`src/design/tpa_pkg.sv`:
```
// Purpose: shared constants and types for the phase-align and block-program
//          control, device end and host end.
// Assumes: one 200 MHz clock; tdm clocks and frame pulses arrive as inputs
//          synchronous to it.
// Notes:   the register port is a small strobe bus carried by the interface.
//
// Overview of operation
// - tx-timed: move parallel tx frame to serial frame
// - tx lock loss: correct, set tx alarm
// - host keeps clocks stable during tx memory writes
// - host watches tx alarm, rereads address zero (host reads the alarm register once, never address zero)
// - rx-timed: invert serial clock out to align
// - rx lock loss: correct, set rx alarm
// - flag framing change at rx parallel port
// - host avoids centering during rx memory writes
// - host programs rx memory without correction risk
// - block fill upper nibble of selected memory
// - host selects memory and serial mode first
// - enable self-clears on completion; host checks later
// - host writing enable low aborts fill
// - fill advances on tdm clock and framing
// - host keeps centering off during block fill
// - host repeats fill if alarm raised meanwhile (host only sets retry_o, no repeat)
// - host programs mode registers at power-up
// - alignment runs in tx-timed, rx-timed external clocks
// - centering narrows window, self-clears after eight frames
// - host writes no memory while centering
// - centering mainly recommended for rx-timed mode
// - alarm flags in status, unmasked drive interrupt
// - any status write clears flags and interrupt, except flags raised by events in the same cycle
package tpa_pkg;

	// register indices on the strobe bus
	localparam logic [3:0] TPA_ADDR_INTERFACE = 4'h0;
	localparam logic [3:0] TPA_ADDR_CONTROL   = 4'h1;
	localparam logic [3:0] TPA_ADDR_TIMING    = 4'h2;
	localparam logic [3:0] TPA_ADDR_GENERAL   = 4'h3;
	localparam logic [3:0] TPA_ADDR_ALARM     = 4'h4;

	// reset values
	localparam logic [7:0] TPA_RST_INTERFACE = 8'h60;
	localparam logic [7:0] TPA_RST_ZERO      = 8'h00;

	// general purpose mode register fields
	localparam int TPA_GEN_BPE    = 0;
	localparam int TPA_GEN_CENTER = 1;
	localparam int TPA_GEN_NIB_LO = 4;

	// timing mode register fields
	localparam int TPA_TIM_MODE_LO = 0;
	localparam int TPA_TIM_INTERNAL_CLOCK_SELECT  = 2;
	localparam logic [1:0] TPA_MODE_TX_TIMED = 2'h0;
	localparam logic [1:0] TPA_MODE_RX_TIMED = 2'h1;

	// control register memory select values
	localparam int TPA_CTL_SEL_LO = 0;
	localparam logic [2:0] TPA_SEL_TX_HIGH = 3'h1;
	localparam logic [2:0] TPA_SEL_RX_HIGH = 3'h3;

	// alarm register: flags low nibble, masks high nibble
	localparam int TPA_ALM_FRAMING = 0;
	localparam int TPA_ALM_RX      = 1;
	localparam int TPA_ALM_TX      = 2;
	localparam int TPA_ALM_FSYNC   = 3;
	localparam int TPA_ALM_MASK_LO = 4;

	// memory sizes
	localparam int TPA_TX_DEPTH = 2430;
	localparam int TPA_RX_DEPTH = 512;
	localparam logic [11:0] TPA_TX_LAST = 12'(TPA_TX_DEPTH - 1);
	localparam logic [11:0] TPA_RX_LAST = 12'(TPA_RX_DEPTH - 1);

	// phase window, in tdm clock edges between the two frame pulses
	localparam logic [3:0] TPA_WIN_WIDE   = 4'h4;
	localparam logic [3:0] TPA_WIN_NARROW = 4'h1;
	localparam logic [3:0] TPA_CENTER_FRAMES = 4'h8;
	localparam logic [7:0] TPA_PHASE_MAX  = 8'hff;

	// host timing: 250 us wait at 5 ns per clock
	localparam int TPA_CLK_PERIOD_NS = 5;
	localparam int TPA_WAIT_US       = 250;
	localparam int TPA_WAIT_CYCLES   = TPA_WAIT_US * 1000 / TPA_CLK_PERIOD_NS;

	typedef enum logic [1:0] {
		TPA_FILL_IDLE = 2'b00,
		TPA_FILL_WAIT = 2'b01,
		TPA_FILL_RUN  = 2'b11
	} tpa_fill_t;

	typedef enum logic [2:0] {
		TPA_H_IDLE   = 3'b000,
		TPA_H_SEL    = 3'b001,
		TPA_H_GEN    = 3'b011,
		TPA_H_WAIT   = 3'b010,
		TPA_H_CHECK  = 3'b110,
		TPA_H_READ   = 3'b111,
		TPA_H_DONE   = 3'b101
	} tpa_host_t;

endpackage

```
`src/design/tpa_if.sv`:
```
// Purpose: register strobe bus between host cpu and device control.
// Assumes: single clock, one access per strobe.
// Notes:   read data valid one cycle after the read strobe.
`timescale 1ns/1ps
`default_nettype none
interface tpa_if;
	logic       wr;
	logic       rd;
	logic [3:0] addr;
	logic [7:0] wdata;
	logic [7:0] rdata;
	logic       rvalid;
	logic       irq;

	modport dev (
		input  wr, rd, addr, wdata,
		output rdata, rvalid, irq
	);
	modport host (
		output wr, rd, addr, wdata,
		input  rdata, rvalid, irq
	);
endinterface
`default_nettype wire

```
`src/design/tpa_device.sv`:
```
// Purpose: phase alignment, centering and block-program control.
// Assumes: tdm clocks and frame pulses synchronous to clock_i.
// Notes:   frame pulses are one-cycle high pulses.
`timescale 1ns/1ps
`default_nettype none
module tpa_device (
	input  wire logic  clock_i,
	input  wire logic  rst_b_i,
	tpa_if.dev         bus,
	input  wire logic  serial_port_clock_i,
	input  wire logic  par_tx_clock_i,
	input  wire logic  serial_frame_in_i,
	input  wire logic  par_rx_frame_in_i,
	output logic       par_tx_frame_out_o,
	output logic       serial_frame_out_o,
	output logic       serial_clock_out_o,
	output logic       fill_we_o,
	output logic       fill_rx_o,
	output logic [11:0] fill_addr_o,
	output logic [3:0] fill_nibble_o
);
	import tpa_pkg::*;

	// ----------------------------------------
	// state
	// ----------------------------------------
	typedef struct packed {
		logic [7:0] intf;
		logic [7:0] ctl;
		logic [7:0] tim;
		logic [7:0] gen;
		logic [7:0] alm;
		logic [7:0] rdata;
		logic       rvalid;
		logic       irq;
		logic [7:0] tx_cnt;
		logic [7:0] tx_len;
		logic       tx_lock;
		logic [7:0] rx_cnt;
		logic [7:0] rx_len;
		logic       rx_lock;
		logic [7:0] tx_per;
		logic [7:0] tx_meas;
		logic [7:0] rx_per;
		logic [7:0] rx_meas;
		logic       sclk_inv;
		logic       sclk_prev;
		logic       ptx_prev;
		logic [3:0] ctr_frames;
		tpa_fill_t  fill;
		logic       fill_rx;
		logic [11:0] addr;
		logic       we;
		logic       ptx_frame;
		logic       ser_frame;
		logic       sclk_out;
	} tpa_dev_t;

	tpa_dev_t q, d;

	logic       rx_timed, tx_timed, align_on;
	logic       ser_edge, ptx_edge, fill_edge;
	logic [3:0] window;
	logic [7:0] flags;
	logic [7:0] tx_raw, rx_raw;

	always_comb begin
		rx_timed = q.tim[TPA_TIM_MODE_LO +: 2] == TPA_MODE_RX_TIMED;
		tx_timed = q.tim[TPA_TIM_MODE_LO +: 2] == TPA_MODE_TX_TIMED;
		align_on = tx_timed || (rx_timed && !q.tim[TPA_TIM_INTERNAL_CLOCK_SELECT]);
		ser_edge = serial_port_clock_i && !q.sclk_prev;
		ptx_edge = par_tx_clock_i && !q.ptx_prev;
		// centering narrows the tolerated phase error
		window = q.gen[TPA_GEN_CENTER] ? TPA_WIN_NARROW : TPA_WIN_WIDE;
		tx_raw = q.tx_per - 8'h01;
		rx_raw = q.rx_per - 8'h01;
		flags = 8'h00;
		d = q;
		d.sclk_prev = serial_port_clock_i;
		d.ptx_prev = par_tx_clock_i;
		d.rvalid = 1'b0;
		d.we = 1'b0;
		d.ptx_frame = 1'b0;
		d.ser_frame = 1'b0;

		// ----------------------------------------
		// tx-timed: parallel tx frame follows serial frame
		// ----------------------------------------
		if (ptx_edge) begin
			d.tx_cnt = (q.tx_cnt == q.tx_len) ? 8'h00 : q.tx_cnt + 8'h01;
			if (q.tx_cnt == q.tx_len)
				d.ptx_frame = 1'b1;
			if (q.tx_per != TPA_PHASE_MAX)
				d.tx_per = q.tx_per + 8'h01;
		end
		// length learnt only when two frames agree, so a jump is no period
		if (serial_frame_in_i) begin
			d.tx_per = {7'h00, ptx_edge};
			d.tx_meas = tx_raw;
			if (tx_raw == q.tx_meas)
				d.tx_len = q.tx_meas;
		end
		if (serial_frame_in_i && tx_timed && align_on) begin
			if (!q.tx_lock) begin
				if (q.tx_len != 8'h00) begin
					d.tx_cnt = 8'h00;
					d.tx_lock = 1'b1;
				end
			end else if (q.tx_cnt > 8'(window) &&
				     q.tx_cnt < q.tx_len - 8'(window)) begin
				d.tx_cnt = 8'h00;
				flags[TPA_ALM_TX] = 1'b1;
			end
		end

		// ----------------------------------------
		// rx-timed: serial clock inversion re-phases frame
		// ----------------------------------------
		if (ser_edge) begin
			d.rx_cnt = (q.rx_cnt == q.rx_len) ? 8'h00 : q.rx_cnt + 8'h01;
			if (q.rx_cnt == q.rx_len)
				d.ser_frame = 1'b1;
			if (q.rx_per != TPA_PHASE_MAX)
				d.rx_per = q.rx_per + 8'h01;
		end
		if (par_rx_frame_in_i) begin
			d.rx_per = {7'h00, ser_edge};
			d.rx_meas = rx_raw;
			if (rx_raw == q.rx_meas)
				d.rx_len = q.rx_meas;
		end
		if (par_rx_frame_in_i && rx_timed) begin
			if (q.rx_lock && rx_raw != q.rx_meas)
				flags[TPA_ALM_FRAMING] = 1'b1;
			if (align_on) begin
				if (!q.rx_lock) begin
					if (q.rx_len != 8'h00) begin
						d.sclk_inv = !q.sclk_inv;
						d.rx_cnt = 8'h00;
						d.rx_lock = 1'b1;
					end
				end else if (q.rx_cnt > 8'(window) &&
					     q.rx_cnt < q.rx_len - 8'(window)) begin
					d.sclk_inv = !q.sclk_inv;
					d.rx_cnt = 8'h00;
					flags[TPA_ALM_RX] = 1'b1;
				end
			end
		end
		if (!align_on) begin
			d.tx_lock = 1'b0;
			d.rx_lock = 1'b0;
		end
		d.sclk_out = serial_port_clock_i ^ q.sclk_inv;

		// ----------------------------------------
		// centering window, eight frames
		// ----------------------------------------
		if (q.gen[TPA_GEN_CENTER] && serial_frame_in_i) begin
			d.ctr_frames = q.ctr_frames + 4'h1;
			if (q.ctr_frames == TPA_CENTER_FRAMES - 4'h1) begin
				d.gen[TPA_GEN_CENTER] = 1'b0;
				d.ctr_frames = 4'h0;
			end
		end

		// ----------------------------------------
		// block program fill
		// ----------------------------------------
		fill_edge = q.fill_rx ? ser_edge : ptx_edge;
		case (q.fill)
		TPA_FILL_IDLE: begin
		end
		TPA_FILL_WAIT: begin
			if (serial_frame_in_i) begin
				d.fill = TPA_FILL_RUN;
				d.addr = 12'h000;
			end
		end
		TPA_FILL_RUN: begin
			if (fill_edge) begin
				d.we = 1'b1;
				d.addr = q.addr + 12'h001;
				if (q.addr == (q.fill_rx ? TPA_RX_LAST : TPA_TX_LAST)) begin
					d.fill = TPA_FILL_IDLE;
					d.gen[TPA_GEN_BPE] = 1'b0;
				end
			end
		end
		default: d.fill = TPA_FILL_IDLE;
		endcase

		// ----------------------------------------
		// register port
		// ----------------------------------------
		if (bus.wr) begin
			if (bus.addr == TPA_ADDR_INTERFACE) begin
				d.intf = bus.wdata;
			end else if (bus.addr == TPA_ADDR_CONTROL) begin
				d.ctl = bus.wdata;
			end else if (bus.addr == TPA_ADDR_TIMING) begin
				d.tim = bus.wdata;
				d.tx_lock = 1'b0;
				d.rx_lock = 1'b0;
			end else if (bus.addr == TPA_ADDR_GENERAL) begin
				d.gen = bus.wdata;
				d.ctr_frames = 4'h0;
				if (bus.wdata[TPA_GEN_BPE]) begin
					d.fill = TPA_FILL_WAIT;
					d.fill_rx = q.ctl[TPA_CTL_SEL_LO +: 3] == TPA_SEL_RX_HIGH;
				end else begin
					d.fill = TPA_FILL_IDLE;
				end
			end else if (bus.addr == TPA_ADDR_ALARM) begin
				// mask taken from wdata[7:4], flags cleared
				d.alm = {bus.wdata[7:4], 4'h0};
			end
		end
		// new events win over the clearing write
		d.alm = d.alm | flags;
		d.irq = |(d.alm[3:0] & ~d.alm[7:4]);

		if (bus.rd) begin
			d.rvalid = 1'b1;
			if (bus.addr == TPA_ADDR_INTERFACE) begin
				d.rdata = q.intf;
			end else if (bus.addr == TPA_ADDR_CONTROL) begin
				d.rdata = q.ctl;
			end else if (bus.addr == TPA_ADDR_TIMING) begin
				d.rdata = q.tim;
			end else if (bus.addr == TPA_ADDR_GENERAL) begin
				d.rdata = q.gen;
			end else if (bus.addr == TPA_ADDR_ALARM) begin
				d.rdata = q.alm;
			end else begin
				d.rdata = 8'h00;
			end
		end
		// no output frames until the phase is locked
		d.ptx_frame = d.ptx_frame && tx_timed && q.tx_lock;
		d.ser_frame = d.ser_frame && q.rx_lock;
	end

	always_ff @(posedge clock_i or negedge rst_b_i) begin
		if (!rst_b_i) begin
			q <= '0;
			q.intf <= TPA_RST_INTERFACE;
			q.fill <= TPA_FILL_IDLE;
		end else begin
			q <= d;
		end
	end

	assign bus.rdata = q.rdata;
	assign bus.rvalid = q.rvalid;
	assign bus.irq = q.irq;
	assign par_tx_frame_out_o = q.ptx_frame;
	assign serial_frame_out_o = q.ser_frame;
	assign serial_clock_out_o = q.sclk_out;
	assign fill_we_o = q.we;
	assign fill_rx_o = q.fill_rx;
	assign fill_addr_o = q.addr;
	assign fill_nibble_o = q.gen[TPA_GEN_NIB_LO +: 4];
endmodule
`default_nettype wire

```
`src/flat_wrapper.sv`:
```
// flat-port wrapper written by rule: the top's interface ports become plain ports
module tpa_device_flat import tpa_pkg::*;
  (clock_i, rst_b_i, serial_port_clock_i, par_tx_clock_i, serial_frame_in_i, par_rx_frame_in_i, par_tx_frame_out_o, serial_frame_out_o, serial_clock_out_o, fill_we_o, fill_rx_o, fill_addr_o, fill_nibble_o, bus_wr, bus_rd, bus_addr, bus_wdata, bus_rdata, bus_rvalid, bus_irq);
  tpa_if bus_i ();
  input  wire logic clock_i;
  input  wire logic rst_b_i;
  input  wire logic serial_port_clock_i;
  input  wire logic par_tx_clock_i;
  input  wire logic serial_frame_in_i;
  input  wire logic par_rx_frame_in_i;
  output logic par_tx_frame_out_o;
  output logic serial_frame_out_o;
  output logic serial_clock_out_o;
  output logic fill_we_o;
  output logic fill_rx_o;
  output logic [11:0] fill_addr_o;
  output logic [3:0] fill_nibble_o;
  input wire logic [$bits(bus_i.wr)-1:0] bus_wr;
  input wire logic [$bits(bus_i.rd)-1:0] bus_rd;
  input wire logic [$bits(bus_i.addr)-1:0] bus_addr;
  input wire logic [$bits(bus_i.wdata)-1:0] bus_wdata;
  output wire logic [$bits(bus_i.rdata)-1:0] bus_rdata;
  output wire logic [$bits(bus_i.rvalid)-1:0] bus_rvalid;
  output wire logic [$bits(bus_i.irq)-1:0] bus_irq;
  assign bus_i.wr = bus_wr;
  assign bus_i.rd = bus_rd;
  assign bus_i.addr = bus_addr;
  assign bus_i.wdata = bus_wdata;
  assign bus_rdata = bus_i.rdata;
  assign bus_rvalid = bus_i.rvalid;
  assign bus_irq = bus_i.irq;
  tpa_device u_core (.clock_i(clock_i), .rst_b_i(rst_b_i), .bus(bus_i), .serial_port_clock_i(serial_port_clock_i), .par_tx_clock_i(par_tx_clock_i), .serial_frame_in_i(serial_frame_in_i), .par_rx_frame_in_i(par_rx_frame_in_i), .par_tx_frame_out_o(par_tx_frame_out_o), .serial_frame_out_o(serial_frame_out_o), .serial_clock_out_o(serial_clock_out_o), .fill_we_o(fill_we_o), .fill_rx_o(fill_rx_o), .fill_addr_o(fill_addr_o), .fill_nibble_o(fill_nibble_o));
endmodule
```
`config.mk`:
```
export PLATFORM = sky130hd
export DESIGN_NAME = tpa_device_flat
export DESIGN_NICKNAME = d
export VERILOG_FILES = /design/src/design/tpa_pkg.sv /design/src/design/tpa_if.sv /design/src/design/tpa_device.sv /design/src/flat_wrapper.sv
export SDC_FILE = /design/constraint.sdc
export NUM_CORES = 1
export LEC_CHECK = 0
export BUFFER_PORTS_ARGS = -buffer_cell sky130_fd_sc_hd__buf_2
export CAP_MARGIN = 30
export CELL_PAD_IN_SITES_DETAIL_PLACEMENT = 2
export CELL_PAD_IN_SITES_GLOBAL_PLACEMENT = 2
export CORE_MARGIN = 5
export CORE_UTILIZATION = 36
export CTS_CLUSTER_SIZE = 10
export DETAILED_ROUTE_END_ITERATION = 7
export GPL_ROUTABILITY_DRIVEN = 0
export PLACE_DENSITY_LB_ADDON = 0.1
export RECOVER_POWER = 100
export SETUP_SLACK_MARGIN = 0.3
export SLEW_MARGIN = 20
export SYNTH_ARGS = -nofsm -noshare
export SYNTH_HDL_FRONTEND = slang
export SYNTH_SLANG_ARGS = --single-unit
```
`constraint.sdc`:
```
create_clock -name clock_i -period 2.9 [get_ports clock_i]
set_input_delay 0.58 -clock clock_i [delete_from_list [all_inputs] [get_ports clock_i]]
set_output_delay 0.58 -clock clock_i [all_outputs]
set_load 0.1 [all_outputs]
```
==> flow_summary.json, run 1 <==
{
  "status": "finished with violations",
  "failed_checks": "capacitance limit, slew limit",
  "hold_viol": 0,
  "crit_chain": "ha_4 > inv_2 > a21o_1 > and3_4 > xnor2_2 > ha_1 > nand4_1 > nor2_1 > o31ai_1 > and3_4 > or3_4 > nor2_1",
  "critPathSlowestCell": "dfrtp_2",
  "slowest_delay_ns": 0.49,
  "ant_nets": 0,
  "cts_tree": "done",
  "fp.dieW_um": 159,
  "yosys_warnings": 0,
  "io_buffers": 50,
  "yosysSeqAreaShare_pct": 44.4,
  "cp-end-kind": "flop",
  "max_cap_violations": 2,
  "slew_headroom_pct": -16.2,
  "slew_violations": 101,
  "firstDrtPassIters": 4,
  "grt_pass1_wl_um": 38400,
  "grt_util_met3_pct": 3.49,
  "rows": 54,
  "dpl_cell_area_sq_mm": 0.00862,
  "final_common_cell": "dfrtp_1",
  "area_growth_pct": 18.3,
  "clock_skew_ns": 0.0183,
  "initial_core_util_pct": 36.6,
  "gr-max-usage-layer": "met2",
  "hp-class": "input port to flop",
  "cts_buffers": 17,
  "die_y_um": 159,
  "power-per-cell-area_mw_per_mm2": 826,
  "vdd_drop_max_mv": 0.416,
  "setup_viol_count_final": 0,
  "clockBufferDepth": 2,
  "layout-drive-gt1-share_pct": 19.2,
  "antenna_found_initial": 0,
  "stdcell_area_sq_mm": 0.00948,
  "syn_nets": 858,
  "hpwlAfterDp_um": 16300,
  "die-area_sq_mm": 0.0253,
  "final_nets": 929,
  "ctsRootBufferMaster": "clkbuf_16",
  "grtUsageMet1_pct": 22.0,
  "cp_data_required_time_ns": 3.24,
  "fmax_mhz": 377,
  "totalWireLength_um": 23100,
  "r2r_cells": 12,
  "cp.arrival_ns": 2.99,
  "wl_per_cell_um": 19.7,
  "layout_common_cells": "dfrtp_1 (135), nor2_1 (78), nand2_1 (66)",
  "insertion_delay_ns": 0.42,
  "syn-cell-area_sq_mm": 0.00801,
  "clk_pin_slew_ns": 0.07,
  "startpoint": "u_core.q[111]$_DFF_PN0_",
  "first_global_vias": 7105,
  "synth_top_area_share_pct": 43.7,
  "critical_path_class": "flop to flop",
  "async_reset_ff_share_pct": 100,
  "synth_edf_count": 0,
  "grt_usage_pct": 18.3,
  "cts.sinks": 142,
  "cts_hold_buffers": 0,
  "synth_largest_area_cell": "dfrtp_1",
  "start_kind": "flop",
  "coreArea_sq_mm": 0.0219,
  "rsz0062_at_grt": "true",
  "ios": 51,
  "tightest_slew_ns": 1.74,
  "crit_fanout": 6,
  "grt_max_degree": 70,
  "reg2reg_to": "u_core.q[91]$_DFF_PN0_",
  "vias": 6193,
  "syn_inst": 806,
  "syn-mean-instance-area_sq_um": 9.94,
  "leakage_nw": 4.25,
  "drc": 0,
  "yosys-top-cells-area": "dfrtp_1 (44%), mux2_2 (5.8%), ha_1 (5.0%)",
  "grt-ovfl-total": 0,
  "r2r_start": "u_core.q[111]$_DFF_PN0_",
  "htree_levels": 4,
  "ys_ff_latch": 142,
  "fin_crit_sh_pct": 91.5,
  "place_ws_ns": -0.0351,
  "r2r_slack_ns": 0.25,
  "drt-initial-drc-count": 171,
  "synth_ff_type": "dfrtp_1",
  "tns_ns": 0,
  "via_per_inst": 5.29,
  "synth.distinct_cells": 59,
  "use_met2_pct": 33.5,
  "min_period_ns": 2.65,
  "antenna_cells": 0,
  "setup_ws_ns": 0.247,
  "cp-endpoint": "u_core.q[91]$_DFF_PN0_"
}
[cell type report]
| cell class | instances | area, sq um |
|---|---|---|
| Fill cell | 2359 | 12400 |
| Tap cell | 280 | 350 |
| Multi-Input combinational cell | 579 | 4210 |
| Sequential cell | 142 | 3560 |
| Timing Repair Buffer | 102 | 574 |
| Clock buffer | 19 | 443 |
| Clock inverter | 13 | 201 |
| Inverter | 35 | 134 |
[synth_stat cells, drive strengths merged (4+ instances only)]
master,count
dfrtp,140
nor2,81
nor3b,8
o21a,4
or4,5
nor3,18
nor4,8
a22oi,9
nand2,69
nor2b,9
mux2i,20
xnor2,42
and3,12
or3,6
nand3,23
a21oi,41
nand4,12
o31ai,7
inv,35
ha,32
xor2,41
nand2b,6
o211ai,9
o21ai,35
mux2,47
buf,34
clkbuf,16
[cell families (layout without fill, tap and decap cells)]
family	Yosys count	in the layout	share of synthesized area (%)
buf+inv	85	169	5.42
xor+xnor	83	83	9.07
simple gates	271	271	16.8
mux	67	67	9.39
compound gates	126	126	9.95
flops	142	142	44.4
fa+ha+maj	32	32	5.00
[worst min-delay path by stage]
stage,from,end,slack [ns],depth (start not counted)
2_1_floorplan,rst_b_i,u_core.bus.irq$_DFF_PN0_,0.28,0
4_1_cts,rst_b_i,u_core.bus.rdata[4]$_DFFE_PN0P_,0.19,1
3_3_place_gp,u_core.fill_addr_o[8]$_DFFE_PN0P_,u_core.fill_addr_o[8]$_DFFE_PN0P_,0.48,1
6_report,par_tx_clock_i,u_core.q[23]$_DFF_PN0_,0.30,1
5_1_grt,par_tx_clock_i,u_core.q[23]$_DFF_PN0_,0.29,1
3_5_place_dp,u_core.q[25]$_DFFE_PN0P_,u_core.serial_clock_out_o$_DFF_PN0_,0.49,1
[sequential cells by signal, summed over array words and instances, names as in the netlist]
name and flops:
u_core.fill_nibble_o 4, u_core.serial_clock_out_o 1, u_core.q 111, u_core.serial_frame_out_o 1, u_core.bus.rvalid 1, u_core.par_tx_frame_out_o 1, u_core.fill_we_o 1, u_core.fill_addr_o 12
u_core.fill_rx_o 1, u_core.bus.irq 1, u_core.bus.rdata 8
[worst max-delay path: cells and delay by family, from the launching register on]
kind            cells  cell delay [ns]
compound gates      2             0.27
xor+xnor            1             0.12
fa+ha+maj           2             0.60
buf+inv             1             0.04
flops               1             0.49
simple gates        6             1.06
[stage by stage]
step | total power (W) | hold WS (ns) | cells | utilization, %
after floorplan | 0.00446 | 0.284 | 806 | -
after global placement | 0.00500 | 0.477 | 1115 | 39.4
after detailed placement | 0.00516 | 0.488 | 1115 | 39.4
after CTS | 0.00789 | 0.188 | 1167 | 43.5
after global routing | 0.00831 | 0.288 | 1170 | 43.3
final | 0.00783 | 0.301 | 1170 | 43.3
[metal layers]
metal | routed length, um | vias to the layer above | share of wire, %
met5 | 0 | - | 0
met4 | 303 | 0 | 1.3
met3 | 535 | 20 | 2.3
met2 | 12200 | 72 | 53
met1 | 10000 | 3172 | 44
li1 | - | 2929 | -
[power by group]
part	switching, W	total, W	internal [W]
clock network	0.000929	0.00242	0.00149
registers	0.000452	0.00280	0.00235
logic	0.00148	0.00260	0.00113
[timing repair]
action | 4_1_cts | 5_1_grt
cloned | 0 | 0
pin swaps | 22 | 11
buffers inserted | 20 | 3
gates resized for setup | 31 | 20
setup endpoints to repair | 34 | 36
Power figures use the tool's default switching activity.
==> run 2, diff against run 1 <==
--- a/config.mk
+++ b/config.mk
@@ -16,7 +16,7 @@
 export GPL_ROUTABILITY_DRIVEN = 0
 export PLACE_DENSITY_LB_ADDON = 0.1
 export RECOVER_POWER = 100
-export SETUP_SLACK_MARGIN = 0.3
+export SETUP_SLACK_MARGIN = 0.1
 export SLEW_MARGIN = 20
 export SYNTH_ARGS = -nofsm -noshare
 export SYNTH_HDL_FRONTEND = slang
==> run 2 against run 1 <==
Combinational power is 8.1% lower; power down 7.6%; largest power group unchanged; the run still ends with capacitance limit, slew limit left; maximum frequency is 3.4% lower.
==> flow_summary.json, run 2 (synthesis results as in run 1) <==
{
  "setup_viol_count_final": 0,
  "start_kind": "flop",
  "area_growth_pct": 14.2,
  "ios": 51,
  "vias": 6159,
  "switching_share_pct": 37.7,
  "grt_max_degree": 69,
  "die-area_sq_mm": 0.0253,
  "die_y_um": 159,
  "max_cap_violations": 2,
  "min_path_cells": 1,
  "fmax_mhz": 364,
  "initial_core_util_pct": 36.6,
  "power-per-cell-area_mw_per_mm2": 791,
  "drc": 0,
  "cp.arrival_ns": 3.03,
  "internal_power_w": 0.00451,
  "final_nets": 917,
  "combPwrFrac_pct": 33.1,
  "clockBufferDepth": 2,
  "failed_checks": "capacitance limit, slew limit",
  "cp-end-kind": "flop",
  "wl_per_cell_um": 19.3,
  "min-delay-start": "par_tx_clock_i",
  "tightest_slew_ns": 1.80,
  "first_global_vias": 6944,
  "rsz0062_at_grt": "true",
  "tns_ns": 0,
  "largest_reg_flops": 111,
  "io_buffers": 50,
  "power_w": 0.00723,
  "rows": 54,
  "final_common_cell": "dfrtp_1",
  "clock_skew_ns": 0.0109,
  "leakage_nw": 4.11,
  "drt-initial-drc-count": 239,
  "slew_headroom_pct": -20.2,
  "firstDrtPassIters": 4,
  "critPathSlowestCell": "or4_1",
  "p_switching_w": 0.00273,
  "sequentialPowerShare_pct": 38.4,
  "coreArea_sq_mm": 0.0219,
  "r2r_start": "u_core.q[34]$_DFFE_PN0P_",
  "power_frac_clock_pct": 28.6,
  "clk_pin_slew_ns": 0.06,
  "cts_buffers": 17,
  "layout-drive-gt1-share_pct": 15.3,
  "critical_path_class": "flop to flop",
  "grt-ovfl-total": 0,
  "worst_hold_slack_ns": 0.298,
  "grt_usage_pct": 17.6,
  "dpl_cell_area_sq_mm": 0.00863,
  "totalWireLength_um": 22300,
  "setup_ws_ns": 0.154,
  "hpwlAfterDp_um": 16400,
  "crit_fanout": 7,
  "r2r_cells": 6,
  "cts.sinks": 142,
  "place_ws_ns": -0.0451,
  "slew_violations": 100,
  "slowest_delay_ns": 0.61,
  "layout_common_cells": "dfrtp_1 (140), nor2_1 (80), nand2_1 (69)",
  "ctsRootBufferMaster": "clkbuf_16",
  "r2r_slack_ns": 0.15,
  "cts_hold_buffers": 0,
  "min_to": "u_core.q[23]$_DFF_PN0_",
  "fp.dieW_um": 159,
  "grt_pass1_wl_um": 37200,
  "cp_data_required_time_ns": 3.19,
  "hold_viol": 0,
  "crit_chain": "or4_1 > nor4_4 > o32ai_1 > a2111o_1 > or3_4 > mux2_1",
  "antenna_cells": 0,
  "via_per_inst": 5.32,
  "stdcell_area_sq_mm": 0.00915,
  "ant_nets": 0,
  "antenna_found_initial": 0,
  "regMostFlops": "u_core.q",
  "hp-class": "input port to flop",
  "min_period_ns": 2.75,
  "reg2reg_to": "u_core.q[64]$_DFFE_PN0P_",
  "status": "finished with violations",
  "insertion_delay_ns": 0.42,
  "cts_tree": "done",
  "htree_levels": 4,
  "vdd_drop_max_mv": 0.358,
  "fin_crit_sh_pct": 94.7
}
run 2: worst max-delay path, delay by kind of cell (launching register included):
family,cells,cell delay (ns)
DFF,1,0.44
AOI/OAI and AO/OA,2,0.57
muxes,1,0.35
and+or+nand+nor,3,1.25
run 2: worst max-delay path by stage:
stage | startpoint | depth (start not counted) | slack, ns | end
6_report | u_core.q[34]$_DFFE_PN0P_ | 6 | 0.15 | u_core.q[64]$_DFFE_PN0P_
5_1_grt | u_core.q[111]$_DFF_PN0_ | 15 | 0.03 | u_core.q[25]$_DFFE_PN0P_
4_1_cts | u_core.q[111]$_DFF_PN0_ | 14 | 0.11 | u_core.q[25]$_DFFE_PN0P_
3_5_place_dp | u_core.q[111]$_DFF_PN0_ | 12 | -0.05 | u_core.q[72]$_DFF_PN0_
3_3_place_gp | u_core.q[111]$_DFF_PN0_ | 12 | 0.11 | u_core.q[69]$_DFF_PN0_
2_1_floorplan | u_core.q[50]$_DFFE_PN0P_ | 9 | 0.11 | u_core.q[78]$_DFFE_PN0P_
run 2: stage by stage:
step / utilization [%] / instances
6_report: 41.8 / 1158
5_1_grt: 41.8 / 1158
4_1_cts: 42.0 / 1154
3_5_place_dp: 39.4 / 1122
3_3_place_gp: 39.4 / 1122
2_1_floorplan: - / 806
run 2: power groups by stage:
stage | clock [W] | sequential (W) | combinational (W)
6_report | 0.00207 | 0.00277 | 0.00239
5_1_grt | 0.00222 | 0.00283 | 0.00265
4_1_cts | 0.00214 | 0.00277 | 0.00240
3_5_place_dp | 0 | 0.00280 | 0.00236
3_3_place_gp | 0 | 0.00277 | 0.00222
2_1_floorplan | 0 | 0.00278 | 0.00165
run 2: routing by layer:
metal / global-route usage (%) / vias to the layer above / routed length [um]
met5: 0 / - / 0
met4: 3.96 / 0 / 172
met3: 3.57 / 15 / 519
met2: 30.4 / 62 / 11300
met1: 23.0 / 3174 / 10400
li1: - / 2908 / -
run 2: area by class of cell:
type	count	area [sq um]
clock buffer	18	429
clock inverter	14	121
fill	2390	12700
inverter	35	131
multi-input combinational	579	4080
sequential	142	3560
tap	280	350
timing repair buffer	90	480
run 2: timing repair:
item                                    CTS  global route
endpoints found under the setup margin   23            32
pin swaps                                 0             9
resized for setup                         7            19
setup buffers                             0             4
cloned                                    0             0
